<file path="config.mk">
export PLATFORM = sky130hd
export DESIGN_NAME = pisc_ctrl
export DESIGN_NICKNAME = d
export VERILOG_FILES = /design/src/pisc_pkg.sv /design/src/pisc_ctrl.sv
export VERILOG_INCLUDE_DIRS = /design/src /design/src/src
export SDC_FILE = /design/constraint.sdc
export NUM_CORES = 1
export LEC_CHECK = 0
export CORE_MARGIN = 2
export CORE_UTILIZATION = 60
export CTS_BUF_LIST = sky130_fd_sc_hd__clkbuf_2
export CTS_CLUSTER_DIAMETER = 150
export CTS_CLUSTER_SIZE = 20
export DETAILED_ROUTE_END_ITERATION = 6
export DONT_BUFFER_PORTS = 1
export PLACE_DENSITY = 0.85
export SYNTH_ARGS = -nofsm -noshare
export SYNTH_HDL_FRONTEND = slang
export SYNTH_SLANG_ARGS = --single-unit
</file>
<file path="constraint.sdc">
create_clock -name pclk -period 16 [get_ports pclk]
set_clock_uncertainty 0.1 [all_clocks]
set_input_delay 1.6 -clock pclk [delete_from_list [all_inputs] [get_ports pclk]]
set_output_delay 1.6 -clock pclk [all_outputs]
set_load 0.005 [all_outputs]
</file>
<file path="src/pisc_consts.svh">
// constants of the interrupt and schedule controller
// assumes a 50 MHz pclk and a 32-bit apb register bus
`ifndef PISC_CONSTS_SVH
`define PISC_CONSTS_SVH
// ==========================================
// register byte offsets
`define PISC_OFS_CMD    8'h00
`define PISC_OFS_OPER   8'h04
`define PISC_OFS_DATA   8'h08
`define PISC_OFS_RESULT 8'h0c
`define PISC_OFS_STATUS 8'h10
`define PISC_OFS_COUNT  8'h14
`define PISC_OFS_MASK   8'h18
`define PISC_OFS_PEND   8'h1c
// ==========================================
// command word fields
`define PISC_CMD_SEL  3:0
`define PISC_CMD_CODE 7:4
`define PISC_CMD_IMM  8
`define PISC_CMD_IND  9
// ==========================================
// selectors, control codes, routine numbers
`define PISC_SEL_LAST_UNIT 4'h3
`define PISC_SEL_TIMER     4'h4
`define PISC_CODE_SET      4'h0
`define PISC_CODE_CLEAR    4'h1
`define PISC_CODE_READ     4'h2
`define PISC_ROUTINE_SCHED 7'h63
`define PISC_UNIT_BITS     8
// ==========================================
// timing
`define PISC_CLK_NS  20
`define PISC_TICK_NS 10000000
`define PISC_TICK_CYCLES (`PISC_TICK_NS / `PISC_CLK_NS)
`define PISC_DM_WORDS 1000
`endif

</file>
<file path="src/pisc_pkg.sv">
// types of the interrupt and schedule controller
// assumes pisc_consts.svh for all numeric constants
`default_nettype none
package pisc_pkg;
  typedef struct packed {
    logic [3:0][15:0] word;
  } pisc_units_t;
  typedef struct packed {
    logic       go;
    logic       resume;
    logic [6:0] num;
  } pisc_svc_t;
  typedef struct packed {
    logic [31:0] sync1;
    logic [31:0] sync2;
    logic [31:0] prev;
    logic [31:0] mask;
    logic [31:0] pend;
    logic [15:0] oper;
    logic [15:0] data;
    logic [15:0] result;
    logic        err;
    logic [15:0] ival;
    logic        ival_set;
    logic        first_set;
    logic [13:0] cnt;
    logic [23:0] presc;
    logic        sched_pend;
    logic        unit_act;
    logic [4:0]  unit_num;
    logic        sched_act;
    pisc_svc_t   svc;
    logic        pready;
    logic        pslverr;
    logic [31:0] prdata;
  } pisc_state_t;
endpackage
`default_nettype wire
</file>
<file path="src/pisc_ctrl.sv">
// interrupt controller: input-unit requests, scheduled timer, apb registers
// assumes irq words from outside pclk, sequencer signals on pclk
// Functional notes
// [RQ1] selector 0..3 picks an input unit, 4 picks the timer
// [RQ2] up to four input units numbered 0 to 3
// [RQ3] only bits 0..7 of each unit request, bits 8..15 ignored
// [RQ4] request bit turning on calls routine unit*8+bit
// [RQ5] code 0 on a unit masks ones and unmasks zeros
// [RQ6] request on masked bit is recorded as pending
// [RQ7] pending masked request is served once unmasked unless cleared
// [RQ8] code 1 on a unit discards its pending requests
// [RQ9] code 2 on a unit returns its mask bits
// [RQ10] immediate operand allowed only for codes 0 and 1
// [RQ11] timer code 0 loads bcd repeat interval in hundredths
// [RQ12] repeat interval zero stops further scheduled interrupts
// [RQ13] new repeat interval used only after next scheduled interrupt
// [RQ14] timer code 1 loads bcd first delay, zero means none
// [RQ15] first delay restarts countdown at once for one period
// [RQ16] every first delay rewrite restarts the countdown
// [RQ17] timer code 2 returns the loaded repeat interval
// [RQ18] routine 99 only after interval and first delay are programmed
// [RQ19] timer counts real time, independent of scan
// [RQ20] bad selector, code or operand sets error, no execution
// [RQ21] bad bcd indirect address or past memory end sets error
// [RQ22] after routine 99 the suspended routine resumes
// [RQ23] requests wait for running routine, lowest number first
// [RQ24] scheduled interrupt preempts an input-unit routine
// [RQ25] timer steps each 10 ms, reloads at zero, raises request
//
// The register addresses and the APB register port were chosen for this implementation.
`timescale 1ns/1ps
`include "pisc_consts.svh"
`default_nettype none
module pisc_ctrl #(
  parameter int NUM_UNITS   = 4,
  parameter int TICK_CYCLES = `PISC_TICK_CYCLES,
  parameter int DM_WORDS    = `PISC_DM_WORDS
) (
  // clock and reset
  input  wire logic                 pclk,
  input  wire logic                 presetn,
  // apb slave
  input  wire logic                 psel,
  input  wire logic                 penable,
  input  wire logic                 pwrite,
  input  wire logic [7:0]           paddr,
  input  wire logic [31:0]          pwdata,
  output logic                      pready,
  output logic                      pslverr,
  output logic [31:0]               prdata,
  // input units
  input  wire pisc_pkg::pisc_units_t units_in,
  // program sequencer
  input  wire logic                 svc_done,
  output pisc_pkg::pisc_svc_t       svc,
  output logic                      error_flag
);
  // ==========================================
  // parameter checks
  initial
  begin
    if (NUM_UNITS < 1 || NUM_UNITS > 4 || TICK_CYCLES < 1 ||
        TICK_CYCLES > 24'hffffff || DM_WORDS < 1 || DM_WORDS > 9999)
    begin
      $error("pisc_ctrl: unsupported parameter value");
    end
  end

  // ==========================================
  // helpers
  function automatic logic bcd_ok(input logic [15:0] v);
    bcd_ok = v[3:0] < 4'ha && v[7:4] < 4'ha && v[11:8] < 4'ha && v[15:12] < 4'ha;
  endfunction

  function automatic logic [13:0] bcd2bin(input logic [15:0] v);
    // 14-bit terms, a narrower product wraps above 1023
    bcd2bin = v[15:12] * 14'd1000 + v[11:8] * 14'd100 + v[7:4] * 14'd10 + 14'(v[3:0]);
  endfunction

  localparam logic [23:0] TICK_LAST = 24'(TICK_CYCLES - 1);
  localparam logic [13:0] DM_LAST   = 14'(DM_WORDS - 1);

  pisc_pkg::pisc_state_t st;
  pisc_pkg::pisc_state_t n;
  logic [31:0] irq_lo;
  logic [31:0] rise;
  logic [31:0] cand;
  logic [31:0] clr_v;
  logic [31:0] hold_v;
  logic [31:0] rd;
  logic        acc;
  logic        wr_cmd;
  logic        cmd_ok;
  logic        bad;
  logic        armed;
  logic        tick;
  logic [3:0]  sel;
  logic [3:0]  code;
  logic [15:0] val;
  logic [4:0]  low_num;
  logic        low_any;

  // ==========================================
  // request inputs, unit words beyond the fitted units read as idle
  always_comb
  begin
    irq_lo = '0;
    for (int u = 0; u < 4; u++)
    begin
      if (u < NUM_UNITS)
      begin
        irq_lo[u*8 +: 8] = units_in.word[u][7:0]; // RQ2 RQ3
      end
    end
  end

  // ==========================================
  // decode and operand checks
  always_comb
  begin
    acc    = psel && penable && st.pready;
    wr_cmd = acc && pwrite && paddr == `PISC_OFS_CMD;
    sel    = pwdata[`PISC_CMD_SEL];
    code   = pwdata[`PISC_CMD_CODE];
    val    = pwdata[`PISC_CMD_IND] ? st.data : st.oper;
    bad    = 1'b0;
    if (sel > `PISC_SEL_TIMER || (sel < `PISC_SEL_TIMER && 32'(sel) >= NUM_UNITS))
    begin
      bad = 1'b1; // RQ1 RQ20
    end
    if (code > `PISC_CODE_READ)
    begin
      bad = 1'b1; // RQ20
    end
    if (code == `PISC_CODE_READ && pwdata[`PISC_CMD_IMM])
    begin
      bad = 1'b1; // RQ10
    end
    if (pwdata[`PISC_CMD_IMM] && pwdata[`PISC_CMD_IND])
    begin
      bad = 1'b1; // RQ20
    end
    if (pwdata[`PISC_CMD_IND] && (!bcd_ok(st.oper) || bcd2bin(st.oper) > DM_LAST))
    begin
      bad = 1'b1; // RQ21
    end
    if (sel == `PISC_SEL_TIMER && code != `PISC_CODE_READ && !bcd_ok(val))
    begin
      bad = 1'b1; // RQ11 RQ14 RQ20
    end
    cmd_ok = wr_cmd && !bad;
    clr_v  = '0;
    if (cmd_ok && sel < `PISC_SEL_TIMER && code == `PISC_CODE_CLEAR)
    begin
      clr_v[sel[1:0]*8 +: 8] = 8'hff;
    end
  end

  // ==========================================
  // pending selection, lowest routine wins
  always_comb
  begin
    rise    = st.sync2 & ~st.prev; // RQ4
    cand    = st.pend & ~st.mask; // RQ7
    hold_v  = st.pend & st.mask & ~clr_v;
    low_any = |cand;
    low_num = '0;
    for (int i = 31; i >= 0; i--)
    begin
      if (cand[i])
      begin
        low_num = 5'(i); // RQ23
      end
    end
    armed = st.ival_set && st.first_set; // RQ18
    tick  = armed && st.cnt != '0 && st.presc == TICK_LAST; // RQ19 RQ25
  end

  // ==========================================
  // read mux
  always_comb
  begin
    rd = '0;
    case (paddr)
      `PISC_OFS_OPER:   rd = {16'h0000, st.oper};
      `PISC_OFS_DATA:   rd = {16'h0000, st.data};
      `PISC_OFS_RESULT: rd = {16'h0000, st.result};
      `PISC_OFS_STATUS: rd = {19'h00000, st.unit_num, 4'h0, armed, st.sched_act,
                              st.unit_act, st.err};
      `PISC_OFS_COUNT:  rd = {18'h00000, st.cnt};
      `PISC_OFS_MASK:   rd = st.mask;
      `PISC_OFS_PEND:   rd = st.pend;
      default:          rd = '0;
    endcase
  end

  // ==========================================
  // next state
  always_comb
  begin
    n            = st;
    n.svc.go     = 1'b0;
    n.svc.resume = 1'b0;
    n.sync1      = irq_lo;
    n.sync2      = st.sync1;
    n.prev       = st.sync2;
    // apb answers one cycle into the access phase
    n.pready     = psel && penable && !st.pready;
    n.pslverr    = 1'b0;
    if (psel && penable && !st.pready)
    begin
      n.prdata = pwrite ? 32'h00000000 : rd;
      case (paddr)
        `PISC_OFS_CMD, `PISC_OFS_OPER, `PISC_OFS_DATA, `PISC_OFS_RESULT,
        `PISC_OFS_STATUS, `PISC_OFS_COUNT, `PISC_OFS_MASK, `PISC_OFS_PEND:
          n.pslverr = 1'b0;
        default:
          n.pslverr = 1'b1;
      endcase
    end
    if (acc && pwrite && paddr == `PISC_OFS_OPER)
    begin
      n.oper = pwdata[15:0];
    end
    if (acc && pwrite && paddr == `PISC_OFS_DATA)
    begin
      n.data = pwdata[15:0];
    end
    // routine completion ends the innermost active level
    if (svc_done && st.sched_act)
    begin
      n.sched_act = 1'b0;
      if (st.unit_act)
      begin
        n.svc.resume = 1'b1; // RQ22
        n.svc.num    = {2'b00, st.unit_num};
      end
    end
    else if (svc_done)
    begin
      n.unit_act = 1'b0;
    end
    // scheduled request first, it may cut into a unit routine
    if (st.sched_pend && !st.sched_act)
    begin
      n.sched_pend = 1'b0;
      n.sched_act  = 1'b1; // RQ24
      n.svc.go     = 1'b1;
      n.svc.resume = 1'b0;
      n.svc.num    = `PISC_ROUTINE_SCHED;
    end
    else if (low_any && !n.unit_act && !n.sched_act)
    begin
      n.pend[low_num] = 1'b0; // RQ23
      n.unit_act      = 1'b1;
      n.unit_num      = low_num;
      n.svc.go        = 1'b1;
      n.svc.num       = {2'b00, low_num}; // RQ4
    end
    // timer, prescaler runs only while a countdown is live
    if (armed && st.cnt != '0)
    begin
      n.presc = tick ? '0 : st.presc + 24'h000001;
    end
    if (tick)
    begin
      if (st.cnt == 14'h0001)
      begin
        n.sched_pend = 1'b1; // RQ25
        n.cnt        = bcd2bin(st.ival); // RQ13
      end
      else
      begin
        n.cnt = st.cnt - 14'h0001;
      end
    end
    // commands
    if (wr_cmd)
    begin
      n.err = bad; // RQ20
    end
    if (cmd_ok && sel < `PISC_SEL_TIMER)
    begin
      case (code)
        `PISC_CODE_SET:   n.mask[sel[1:0]*8 +: 8] = val[7:0]; // RQ5 RQ3
        `PISC_CODE_CLEAR: n.pend = n.pend & ~clr_v; // RQ8
        `PISC_CODE_READ:  n.result = {8'h00, st.mask[sel[1:0]*8 +: 8]}; // RQ9
        default:          n.result = st.result;
      endcase
    end
    if (cmd_ok && sel == `PISC_SEL_TIMER)
    begin
      case (code)
        `PISC_CODE_SET:
        begin
          n.ival     = val; // RQ11 RQ13
          n.ival_set = 1'b1;
          if (val == '0)
          begin
            n.cnt = '0; // RQ12
          end
        end
        `PISC_CODE_CLEAR:
        begin
          n.first_set = 1'b1;
          n.cnt       = bcd2bin(val); // RQ14 RQ15 RQ16
          n.presc     = '0;
        end
        `PISC_CODE_READ:  n.result = st.ival; // RQ17
        default:          n.result = st.result;
      endcase
    end
    // a new edge beats a same-cycle clear
    n.pend = n.pend | rise; // RQ6
  end

  // ==========================================
  // state register
  always_ff @(posedge pclk or negedge presetn)
  begin
    if (!presetn)
    begin
      st <= '0;
    end
    else
    begin
      st <= n;
    end
  end

  assign pready     = st.pready;
  assign pslverr    = st.pslverr;
  assign prdata     = st.prdata;
  assign svc        = st.svc;
  assign error_flag = st.err;
endmodule
`default_nettype wire

</file>
==> impl_metrics.sql <==
INSERT INTO impl_metrics (metric_group, metric, value, unit) VALUES
('worst_setup_path', 'timing_worst_setup_path_type', 'reg2reg', ''),
('worst_setup_path', 'path_common_cell', 'sky130_fd_sc_hd__ha_1', ''),
('sta', 'hold_violation_count_in_the_final_report', '0', ''),
('die', 'chipHeight', '184', 'um'),
('worst_setup_path', 'worstPathBufferInverterCount', '2', ''),
('clock_network', 'cts_sinks', '315', ''),
('clock_network', 'cts-htree-levels', '1', ''),
('synthesis', 'async_flop_share', '1.00', ''),
('place', 'port_buffers', '0', ''),
('synthesis', 'synth.net_count', '2198', ''),
('clock_network', 'cts_tree', 'built', ''),
('die', 'starting_density', '0.613', ''),
('synthesis', 'synthesis.area_per_instance', '10.4', 'um^2'),
('grt', 'grt_pass1_wl', '78900', 'um'),
('worst_setup_path', 'r2r-end', 'st[78]', ''),
('worst_setup_path', 'kind_of_launch_point_of_the_worst_setup_path', 'register', ''),
('worst_setup_path', 'data_arrival_time_of_the_worst_path', '7440', 'ps'),
('synthesis', 'count_of_flip_flops_with_a_built_in_enable_after_synthesis', '0', ''),
('clock_network', 'cts.reportedPaths.clkPinSlew', '400', 'ps'),
('sta', 'timing.fmax', '149', 'MHz'),
('clock_network', 'cts_hold_buf', '0', ''),
('worst_setup_path', 'startpoint', 'st[153]', ''),
('synthesis', 'number_of_instances_in_the_synthesized_netlist', '1874', ''),
('worst_setup_path', 'crit_slowest_cell', 'sky130_fd_sc_hd__a2111oi_4', ''),
('grt', 'grt_antenna_before_repair', '3', ''),
('worst_setup_path', 'cp_cell_sequence', 'fa_1, inv_1, fa_1, inv_1, ha_1, a21o_1, a21oi_1, xnor2_1, ha_1, ha_1, ha_1, o21ai_0, a32o_1, nor3_1, nand4b_1, nor2_1, o2111ai_2, a2111oi_4, o21ai_0', ''),
('clock_network', 'post_cts_buffers', '0', ''),
('route', 'dr.pass1.iters', '7', ''),
('synthesis', 'ys_seq_elements', '315', ''),
('route', 'drtIter0Drc', '1612', ''),
('sta', 'report.final.slew_viol_count', '0', ''),
('route', 'route.vias.total', '14400', ''),
('die', 'dieArea', '0.0339', 'mm^2'),
('worst_setup_path', 'regToRegStartpoint', 'st[153]', ''),
('clock_network', 'post_cts_resized', '0', ''),
('clock_network', 'clk_path_buf_depth', '3', ''),
('sta', 'final_min_period_over_clock_period', '0.420', ''),
('sta', 'finalSetupViolCount', '0', ''),
('sta', 'timing.hold.ws', '198', 'ps'),
('worst_setup_path', 'crit_path_end', 'st[78]', ''),
('worst_setup_path', 'r2r_cells', '19', ''),
('route', 'route.detailed.drc', '1', ''),
('power_and_ir_drop', 'p_leak', '9.23', 'nW'),
('grt', 'vias_in_the_first_global_route', '14300', ''),
('layout', 'fin_util', '0.619', ''),
('worst_setup_path', 'worst-path-max-fanout', '14', ''),
('sta', 'max-slew-margin-rel', '0.251', ''),
('layout', 'area_growth_syn_to_layout', '0.920', '%'),
('synthesis', 'post_synth_num_cell_types', '92', ''),
('worst_setup_path', 'crit_family', 'compound AO/OA/AOI/OAI gates', ''),
('place', 'detailedPlacementHpwl', '38800', 'um'),
('route', 'final_antenna_violating_net_count', '0', ''),
('clock_network', 'cts-root-buf', 'sky130_fd_sc_hd__clkbuf_2', ''),
('sta', 'final.min_clock_period', '6720', 'ps'),
('synthesis', 'synthesis.yosys.warnings', '0', ''),
('worst_setup_path', 'regToRegSetupSlack', '9280', 'ps'),
('sta', 'tightestPinTransition', '1120', 'ps'),
('outcome', 'failed_checks', 'design-rule violations', ''),
('synthesis', 'ys.flop_type', 'sky130_fd_sc_hd__dfrtp_1', ''),
('synthesis', 'post_synth_instance_area', '0.0194', 'mm^2'),
('die', 'die_width', '184', 'um'),
('clock_network', 'cts-buffers-inserted', '19', ''),
('grt', 'largest_net_degree_at_the_start_of_global_routing', '316', ''),
('outcome', 'run_status', 'complete, but fails checks', ''),
('power_and_ir_drop', 'power.ir.vdd_worst', '0.0000838', 'V'),
('clock_network', 'worst_skew_pair.late_latency', '960', 'ps'),
('worst_setup_path', 'largest_incremental_delay_on_the_critical_path', '1050', 'ps'),
('layout', 'nFillCells', '2538', ''),
('layout', 'finalNetCount', '2141', ''),
('grt', 'grt_usage', '0.303', ''),
('place', 'placer_s_final_routability_congestion_estimate', '0.980', '');
[cell usage in the layout (no fill, tap or decap), types with 19 or more instances in the layout]
cell type                    n
sky130_fd_sc_hd__dfrtp_1   315
sky130_fd_sc_hd__inv_1     191
sky130_fd_sc_hd__ha_1      163
sky130_fd_sc_hd__nor2_1    112
sky130_fd_sc_hd__nand2_1   110
sky130_fd_sc_hd__o21ai_0    88
sky130_fd_sc_hd__mux2_2     86
sky130_fd_sc_hd__a21oi_1    60
sky130_fd_sc_hd__nor3_1     54
sky130_fd_sc_hd__fa_1       51
sky130_fd_sc_hd__a22oi_1    47
sky130_fd_sc_hd__xnor2_1    45
sky130_fd_sc_hd__nand3_1    37
sky130_fd_sc_hd__a21o_1     37
sky130_fd_sc_hd__xor2_1     25
sky130_fd_sc_hd__nor2b_1    25
sky130_fd_sc_hd__nand2b_1   25
sky130_fd_sc_hd__mux2i_1    20
sky130_fd_sc_hd__clkbuf_2   19
[sequential cells by signal (all words and copies together), names as in the netlist, named ones only]
signal,cells
error_flag,1
n,64
pready,1
prdata,32
pslverr,1
svc,8
st,200
[Yosys cell counts (all sizes together), types with 4 or more instances]
library cell | n | area, um^2
and3 | 13 | 85.1
nor2 | 114 | 428
a31oi | 16 | 100
clkbuf | 39 | 166
or3 | 16 | 101
ha | 163 | 2040
a22oi | 47 | 353
nor4 | 9 | 62.6
o211ai | 18 | 140
o22a | 4 | 35.0
nor3b | 4 | 30.0
o22ai | 14 | 87.6
nor4b | 4 | 35.0
a221oi | 5 | 43.8
a222oi | 11 | 110
o31ai | 12 | 95.1
mux4 | 8 | 180
and2 | 6 | 38.8
o21ai | 98 | 490
xnor2 | 45 | 394
or2 | 11 | 68.8
xor2 | 25 | 219
nand2 | 110 | 413
nand3 | 37 | 185
nor2b | 25 | 156
a32o | 12 | 120
nand4 | 12 | 75.1
dfrtp | 315 | 7880
fa | 51 | 1020
nor3 | 54 | 270
nand2b | 25 | 156
o32ai | 11 | 96.3
a2111oi | 7 | 111
a211oi | 7 | 57.6
o21bai | 6 | 45.0
mux2i | 21 | 214
inv | 192 | 721
nand3b | 10 | 78.8
o21a | 4 | 30.0
a21oi | 66 | 368
mux2 | 90 | 1010
buf | 53 | 388
a22o | 11 | 96.3
a21o | 37 | 278
[worst min-delay path by stage]
stage	from	endpoint	slack (ps)	depth (start not counted)
after global placement	n[256]	n[224]	230	0
after detailed placement	n[252]	n[220]	230	0
after global routing	presetn	st[68]	150	0
after CTS	presetn	st[60]	130	0
after floorplan	n[252]	n[220]	230	0
final	presetn	st[110]	200	0
[power by group]
part	switching, W	internal (W)	leakage [nW]	total [W]
logic	0.000101	0.0000613	5.41	0.000163
clock network	0.000237	0.0000320	0.0833	0.000269
registers	0.0000211	0.000821	3.74	0.000842
total	0.000359	0.000914	9.23	0.00127
[cell type report]
cell class                      instances  area (um^2)  area share
Inverter                              192          721      0.0367
Clock buffer                           19         95.1     0.00484
Clock inverter                          2         11.3    0.000574
Multi-Input combinational cell       1275        10300       0.525
Tap cell                              402          503      0.0256
Timing Repair Buffer                   14          105     0.00535
Sequential cell                       315         7880       0.402
Antenna cell                            3         7.51    0.000382
[cells by family after synthesis]
| kind of cell | share of synthesized area |
|---|---|
| compound gates | 0.150 |
| xor+xnor | 0.0315 |
| fa+ha+maj | 0.157 |
| buf+inv | 0.0656 |
| flops | 0.405 |
| mux | 0.0724 |
| simple gates | 0.118 |
[through the flow]
| stage | instances | total power [W] | area, um^2 | worst slack (ps) |
|---|---|---|---|---|
| floorplan | 1874 | 0.000972 | 19400 | 9290 |
| global placement | 2198 | 0.00100 | 19500 | 9530 |
| detailed placement | 2198 | 0.00101 | 19500 | 9440 |
| CTS | 2219 | 0.00127 | 19600 | 9370 |
| global route | 2221 | 0.00132 | 19600 | 9110 |
| finish | 2222 | 0.00127 | 19600 | 9280 |
[routing by layer]
metal | up-vias | part of all wire | global-route usage
met5 | - | 0 | 0
met4 | 0 | 0.045 | 0.120
met3 | 145 | 0.085 | 0.0489
met2 | 651 | 0.47 | 0.499
met1 | 7134 | 0.40 | 0.403
li1 | 6443 | - | -
Note: power is estimated with default switching activity, not from simulation.
